===== config.mk =====
export PLATFORM = sky130hd
export DESIGN_NAME = elhb_bridge
export DESIGN_NICKNAME = d
export VERILOG_FILES = /design/src/rtl/elhb_pkg.sv /design/src/rtl/elhb_bridge.sv /design/src/rtl/elhb_lane_swap.sv
export SDC_FILE = /design/constraint.sdc
export NUM_CORES = 1
export LEC_CHECK = 0
export ABC_AREA = 1
export CORE_AREA = 2 2 226 228
export DETAILED_ROUTE_END_ITERATION = 10
export DIE_AREA = 0 0 228 230
export DONT_BUFFER_PORTS = 1
export PLACE_DENSITY_LB_ADDON = 0.05
export REMOVE_ABC_BUFFERS = 1
export SETUP_SLACK_MARGIN = 0.5
export SLEW_MARGIN = 5
export SYNTH_ARGS = -nofsm -noshare
export SYNTH_HDL_FRONTEND = slang
export SYNTH_HIERARCHICAL = 1
export SYNTH_SLANG_ARGS = --single-unit

===== constraint.sdc =====
create_clock -name mclk -period 1.74 [get_ports mclk]
set_input_delay 0.174 -clock mclk [delete_from_list [all_inputs] [get_ports mclk]]
set_output_delay 0.174 -clock mclk [all_outputs]
set_load 0.01 [all_outputs]

===== src/rtl/elhb_pkg.sv =====
// Package for the endian lane handling bridge: modes, lane layout, carriers.
// Assumes 32-bit data lanes and byte-addressed accesses of 1, 2 or 4 bytes.
package elhb_pkg;
  localparam int unsigned ELHB_DW = 32;
  localparam int unsigned ELHB_AW = 32;

  typedef enum logic [1:0] {
    ELHB_SZ_BYTE,
    ELHB_SZ_HALF,
    ELHB_SZ_WORD
  } elhb_size_e;

  // Low address bits inverted per size in little-endian mode
  localparam logic [1:0] ELHB_MUNGE_BYTE = 2'h3;
  localparam logic [1:0] ELHB_MUNGE_HALF = 2'h2;
  localparam logic [1:0] ELHB_MUNGE_WORD = 2'h0;

  // Processor-side target classes
  typedef enum logic [1:0] {
    ELHB_TGT_PCI,
    ELHB_TGT_VME,
    ELHB_TGT_LOCAL
  } elhb_tgt_e;

  typedef struct packed {
    logic              valid;
    logic              write;
    elhb_size_e        size;
    logic [ELHB_AW-1:0] addr;
    logic [ELHB_DW-1:0] data;
    logic [3:0]        be;
  } elhb_xfer_s;

  localparam logic [3:0] ELHB_BE_NONE = 4'h0;
endpackage : elhb_pkg


===== src/rtl/elhb_bridge.sv =====
// Endian handling stage of the processor-to-PCI host bridge and the PCI-to-VME bridge.
// Assumes one access per path per cycle, already decoded by target; one clock mclk.
// Contract
// - Big-endian mode swaps lanes processor to PCI and PCI to memory.
// - Little-endian mode reverse-rearranges addresses of processor accesses toward PCI.
// - Little-endian mode rearranges PCI-to-memory addresses; never swaps lanes.
// - Local registers, DRAM and flash always seen big-endian, untouched.
// - VME bridge swaps lanes both directions regardless of mode.
// - VME access: host swap then VME swap; transparent in big-endian.
`timescale 1ns/1ns
module elhb_bridge
  import elhb_pkg::*;
(
  input  wire logic       mclk,
  input  wire logic       rst_n,
  input  wire logic       le_mode_pin,
  input  wire elhb_xfer_s cpu_req,
  input  wire elhb_tgt_e  cpu_tgt,
  input  wire elhb_xfer_s pci_req,
  input  wire elhb_xfer_s vme_req,
  output elhb_xfer_s      pci_out_r,
  output elhb_xfer_s      vme_out_r,
  output elhb_xfer_s      local_out_r,
  output elhb_xfer_s      mem_out_r,
  output elhb_xfer_s      vme_pci_out_r,
  output logic            le_mode_r
);
  // Mode strap comes from outside the clock domain
  logic le_meta_r;
  logic le_sync_r;

  always_ff @(posedge mclk or negedge rst_n) begin
    if (!rst_n) begin
      le_meta_r <= 1'b0;
      le_sync_r <= 1'b0;
      le_mode_r <= 1'b0;
    end else begin
      le_meta_r <= le_mode_pin;
      le_sync_r <= le_meta_r;
      le_mode_r <= le_sync_r;
    end
  end

  function automatic logic [ELHB_AW-1:0] munge(input logic [ELHB_AW-1:0] a,
                                               input elhb_size_e sz);
    logic [1:0] m;
    m = ELHB_MUNGE_WORD;
    unique case (sz)
      ELHB_SZ_BYTE: m = ELHB_MUNGE_BYTE;
      ELHB_SZ_HALF: m = ELHB_MUNGE_HALF;
      ELHB_SZ_WORD: m = ELHB_MUNGE_WORD;
      default:      m = ELHB_MUNGE_WORD;
    endcase
    munge = {a[ELHB_AW-1:2], a[1:0] ^ m};
  endfunction

  // Host bridge swap applies only in big-endian mode
  logic             host_swap;
  logic [ELHB_DW-1:0] cpu_sw_d;
  logic [3:0]         cpu_sw_be;
  logic [ELHB_DW-1:0] pci_sw_d;
  logic [3:0]         pci_sw_be;
  logic [ELHB_DW-1:0] vme_sw_d;
  logic [3:0]         vme_sw_be;
  logic [ELHB_DW-1:0] vme_cpu_d;
  logic [3:0]         vme_cpu_be;

  assign host_swap = !le_mode_r;

  elhb_lane_swap u_cpu_swap (
    .swap_en  (host_swap),
    .data_in  (cpu_req.data),
    .be_in    (cpu_req.be),
    .data_out (cpu_sw_d),
    .be_out   (cpu_sw_be)
  );

  elhb_lane_swap u_pci_swap (
    .swap_en  (host_swap),
    .data_in  (pci_req.data),
    .be_in    (pci_req.be),
    .data_out (pci_sw_d),
    .be_out   (pci_sw_be)
  );

  // VME bridge swap never depends on the mode
  elhb_lane_swap u_vme_swap (
    .swap_en  (1'b1),
    .data_in  (vme_req.data),
    .be_in    (vme_req.be),
    .data_out (vme_sw_d),
    .be_out   (vme_sw_be)
  );

  // Processor data bound for VME: host stage output fed through the VME swap
  elhb_lane_swap u_cpu_vme_swap (
    .swap_en  (1'b1),
    .data_in  (cpu_sw_d),
    .be_in    (cpu_sw_be),
    .data_out (vme_cpu_d),
    .be_out   (vme_cpu_be)
  );

  logic [ELHB_AW-1:0] cpu_addr_fwd;
  logic [ELHB_AW-1:0] pci_addr_fwd;

  assign cpu_addr_fwd = le_mode_r ? munge(cpu_req.addr, cpu_req.size)
                                  : cpu_req.addr;
  assign pci_addr_fwd = le_mode_r ? munge(pci_req.addr, pci_req.size)
                                  : pci_req.addr;

  // Processor to PCI
  always_ff @(posedge mclk or negedge rst_n) begin
    if (!rst_n) begin
      pci_out_r <= '0;
    end else begin
      pci_out_r       <= '0;
      pci_out_r.be    <= ELHB_BE_NONE;
      if (cpu_req.valid && cpu_tgt == ELHB_TGT_PCI) begin
        pci_out_r.valid <= 1'b1;
        pci_out_r.write <= cpu_req.write;
        pci_out_r.size  <= cpu_req.size;
        pci_out_r.addr  <= cpu_addr_fwd;
        pci_out_r.data  <= cpu_sw_d;
        pci_out_r.be    <= cpu_sw_be;
      end
    end
  end

  // Processor to VME: host stage then VME swap, net transparent in big-endian
  always_ff @(posedge mclk or negedge rst_n) begin
    if (!rst_n) begin
      vme_out_r <= '0;
    end else begin
      vme_out_r <= '0;
      if (cpu_req.valid && cpu_tgt == ELHB_TGT_VME) begin
        vme_out_r.valid <= 1'b1;
        vme_out_r.write <= cpu_req.write;
        vme_out_r.size  <= cpu_req.size;
        vme_out_r.addr  <= cpu_addr_fwd;
        vme_out_r.data  <= vme_cpu_d;
        vme_out_r.be    <= vme_cpu_be;
      end
    end
  end

  // Local registers, DRAM, flash: passed as-is, always big-endian
  always_ff @(posedge mclk or negedge rst_n) begin
    if (!rst_n) begin
      local_out_r <= '0;
    end else begin
      local_out_r <= '0;
      if (cpu_req.valid && cpu_tgt == ELHB_TGT_LOCAL) begin
        local_out_r <= cpu_req;
      end
    end
  end

  // PCI to memory
  always_ff @(posedge mclk or negedge rst_n) begin
    if (!rst_n) begin
      mem_out_r <= '0;
    end else begin
      mem_out_r <= '0;
      if (pci_req.valid) begin
        mem_out_r.valid <= 1'b1;
        mem_out_r.write <= pci_req.write;
        mem_out_r.size  <= pci_req.size;
        mem_out_r.addr  <= pci_addr_fwd;
        mem_out_r.data  <= pci_sw_d;
        mem_out_r.be    <= pci_sw_be;
      end
    end
  end

  // VME to PCI: unconditional swap, address kept
  always_ff @(posedge mclk or negedge rst_n) begin
    if (!rst_n) begin
      vme_pci_out_r <= '0;
    end else begin
      vme_pci_out_r <= '0;
      if (vme_req.valid) begin
        vme_pci_out_r.valid <= 1'b1;
        vme_pci_out_r.write <= vme_req.write;
        vme_pci_out_r.size  <= vme_req.size;
        vme_pci_out_r.addr  <= vme_req.addr;
        vme_pci_out_r.data  <= vme_sw_d;
        vme_pci_out_r.be    <= vme_sw_be;
      end
    end
  end

  // Assertions
  a_be_pci_swap: assert property (@(posedge mclk) disable iff (!rst_n)
    $rose(pci_out_r.valid) && !$past(le_mode_r) |->
      pci_out_r.data[7:0] == $past(cpu_req.data[31:24]))
    else $error("big-endian cpu to pci lanes not swapped");

  a_le_pci_munge: assert property (@(posedge mclk) disable iff (!rst_n)
    pci_out_r.valid && $past(le_mode_r) && $past(cpu_req.size) == ELHB_SZ_BYTE |->
      pci_out_r.addr[1:0] == ~$past(cpu_req.addr[1:0]))
    else $error("little-endian byte address not inverted");

  a_le_mem_noswap: assert property (@(posedge mclk) disable iff (!rst_n)
    mem_out_r.valid && $past(le_mode_r) |->
      mem_out_r.data == $past(pci_req.data))
    else $error("little-endian pci to memory data swapped");

  a_le_mem_munge: assert property (@(posedge mclk) disable iff (!rst_n)
    mem_out_r.valid && $past(le_mode_r) && $past(pci_req.size) == ELHB_SZ_HALF |->
      mem_out_r.addr[1] != $past(pci_req.addr[1]))
    else $error("little-endian half address not rearranged");

  a_local_pass: assert property (@(posedge mclk) disable iff (!rst_n)
    local_out_r.valid |-> local_out_r == $past(cpu_req))
    else $error("local access altered");

  a_vme_pci_swap: assert property (@(posedge mclk) disable iff (!rst_n)
    vme_pci_out_r.valid |->
      vme_pci_out_r.data[31:24] == $past(vme_req.data[7:0]))
    else $error("vme to pci lanes not swapped");

  a_be_vme_clear: assert property (@(posedge mclk) disable iff (!rst_n)
    vme_out_r.valid && !$past(le_mode_r) |->
      vme_out_r.data == $past(cpu_req.data))
    else $error("big-endian vme path not transparent");

  a_mode_sync: assert property (@(posedge mclk) disable iff (!rst_n)
    $changed(le_mode_r) |-> le_mode_r == $past(le_mode_pin, 3))
    else $error("mode not synchronised in three cycles");
endmodule // elhb_bridge


===== src/rtl/elhb_lane_swap.sv =====
// Byte-lane swapper for one 32-bit lane with its byte enables.
// Assumes a plain combinational use inside a registered stage.
`timescale 1ns/1ns
module elhb_lane_swap
  import elhb_pkg::*;
(
  input  wire logic               swap_en,
  input  wire logic [ELHB_DW-1:0] data_in,
  input  wire logic [3:0]         be_in,
  output logic      [ELHB_DW-1:0] data_out,
  output logic      [3:0]         be_out
);
  // Byte 0 with 3, byte 1 with 2
  always_comb begin
    data_out = swap_en ? {data_in[7:0], data_in[15:8], data_in[23:16], data_in[31:24]}
                       : data_in;
    be_out   = swap_en ? {be_in[0], be_in[1], be_in[2], be_in[3]} : be_in;
  end
endmodule // elhb_lane_swap


==> run metrics <==
status=finished with violations; violated checks=hold timing; fin. max-slew vios=0; R2R setup slack=around 0.36 ns; Total Power=between 15 and 20 mW; CTS tree=yes; f_max=0.711 GHz; Layout Cells excl Fill=2619; Die Span X=roughly 230 um; total CTS buffers=42; worst-margin pin slew=approximately 0.96 ns; pin count of the biggest net entering global routing=364; port buffer count=0; layout cells sized above 1=between 10% and 20%; clk_lat worst skew=~0.57 ns; TNS Setup=0 ns; Period minus WS final=between 1 and 1.5 ns; grt total ovfl=0; Detail Route Antenna Nets=0; Max VDD drop=0.530 mV; Antenna Cells=0; r2r startpoint=le_mode_r; PD cells=962 mW/mm2; clock root buffer master=clkbuf_16; Yosys Warn Count=6; uppermost layer routed=met5; ranking of synthesized cells by area=dfrtp_1 65%, nand2_1 14%, inv_1 7.9%; Final Core Density=around two fifths; crit path kind=reg -> out; Syn Inst Count=1529; nets=2136; maxcap violations=0; CP Launch Type=flop; most frequent cells after synthesis=538 x nand2_1, 363 x dfrtp_1, 293 x inv_1; via count=10900; Final Hold Viols=between 300 and 400; first-pass GRT wire length=71400 um; area leader, netlist=dfrtp_1; vias in the first global route=approximately 11000; most common flop cell mapped by yosys=dfrtp_1; worst hold path type=in -> async; Syn-to-layout area delta=48.9%; Post-synth EDFFs=0; final wirelength=49500 um; I/O Pins=582; H-tree Lvls=2; gr usage total=18.0%; Die Span Y=230 um; initial antenna violation count=2; R2R depth=9; Post-Syn Area=roughly 0.014 mm2; hold slack=-0.691 ns; Core Rows=82; Via-to-Cell Ratio=4.15; Worst Path Max Fanout=7; CP startpoint=le_mode_r; DR DRC count=0; M1 WL=18400 um; # placed instances=between 2000 and 2500; library cells used by synthesis=18; leakage=11.5 nW; Slew headroom=36.1%; Final Wtd Congestion=0.805; FFs w/ async S/R, synth=100%; #FFs+latches synth=between 300 and 400; register area share after synthesis=65.1%; top cell type's share of synthesized area=65.1%; core outline area=between 0.04 and 0.05 mm2; total die area=0.0524 mm2; Initial DRC Count=416; wire length on met3=4240 um; TritonCTS Sinks=~360; Worst Path Required=between 1.5 and 2 ns; hpwl dp=~29000 um; CTS Buffer Depth=3; RSZ-0062 raised after global routing=yes; setup violators final=0; clock-pin slew on the worst setup and hold paths=0.06 ns; drt wl/cell=between 15 and 20 um; Initial Util=~28%; met2 WL=25300 um; r2r endpoint=pci_out_r[21]; Avg Inst Size Synth=9.12 um2; WP data arrival=~1.2 ns; Final Cycle Share=80.9%; First-pass DRT Iterations=4; Worst setup EP type=output port; clock skew=between 0.01 and 0.015 ns; most frequent cell after synthesis=nand2_1
## report_power, final
group	total, mW	switching (mW)	leakage, nW	internal [mW]
Sequential	9.15	0.379	4.86	8.77
Clock	8.69	3.59	0.663	5.11
Combinational	2.14	1.09	6.02	1.05
Total	20.0	5.06	11.5	14.9
## per-layer routing
layer / vias to the layer above / global-route usage [%]
li1: 5076 / -
met1: 5300 / 19.9
met2: 411 / 31.6
met3: 83 / 6.66
met4: 2 / 6.72
met5: - / 0
## worst max-delay path by stage
stage / cells past startpoint / end / slack [ns]
finish: 2 / le_mode_r / 0.33
global route: 9 / vme_out_r[14] / 0.27
CTS: 1 / le_mode_r / 0.38
detailed placement: 8 / vme_out_r[4] / 0.31
global placement: 8 / vme_out_r[4] / 0.34
floorplan: 8 / vme_out_r[20] / -0.71
## cell families after synthesis
group,count (synthesis),synth area share [%]
AO/OA/AOI/OAI,2,0.0717
XOR/XNOR,1,0.0628
buffers and inverters,362,12.3
flip-flops,363,65.1
other,1,0.0269
AND/OR/NAND/NOR,800,22.4
## cell usage in the layout (no fill, tap or decap), drive strengths merged, types with 3 or more instances in the layout
cell type,instances
clkinv,16
dlygate4sd3,335
nand3,5
clkinvlp,3
dfrtp,363
inv,304
buf,51
clkbuf,66
nor2,216
nand2,578
## worst max-delay path, cell delays in order (launching register included)
cell,delay [ns]
dfrtp_1,0.42
buf_6,0.13
buf_8,0.13
## cell type report
cell class                      instances  area, um2
Clock buffer                           60       1200
Timing Repair inverter                 12        214
Inverter                              297       1190
Timing Repair Buffer                  394       4170
Tap cell                              672        841
Fill cell                            4997      29100
Sequential cell                       363       9090
Clock inverter                         16        156
Multi-Input combinational cell        805       3900
## metrics by stage
stage          hold slack, ns  setup WS (ns)  cell area [um2]
2_1_floorplan          -0.122         -0.710            13400
3_5_place_dp           -0.114          0.308            14400
3_3_place_gp           -0.113          0.340            14400
5_1_grt                -0.728          0.265            20800
6_report               -0.691          0.333            20800
4_1_cts                -0.732          0.381            19700
## flip-flops by register name, summed over array words and instances (netlist names)
name and cells:
local_out_r 72, mem_out_r 72, pci_out_r 72, vme_out_r 72, vme_pci_out_r 72, le_meta_r 1, le_mode_r 1, le_sync_r 1
## what timing repair did
action,4_1_cts,5_1_grt
hold buffers,339,1
endpoints found under the hold margin,722,367
gates resized for setup,64,235
endpoints found under the setup margin,112,124
pin swaps,26,116
buffers inserted,22,13
gates cloned,7,13
(Power assumes the default switching activity.)
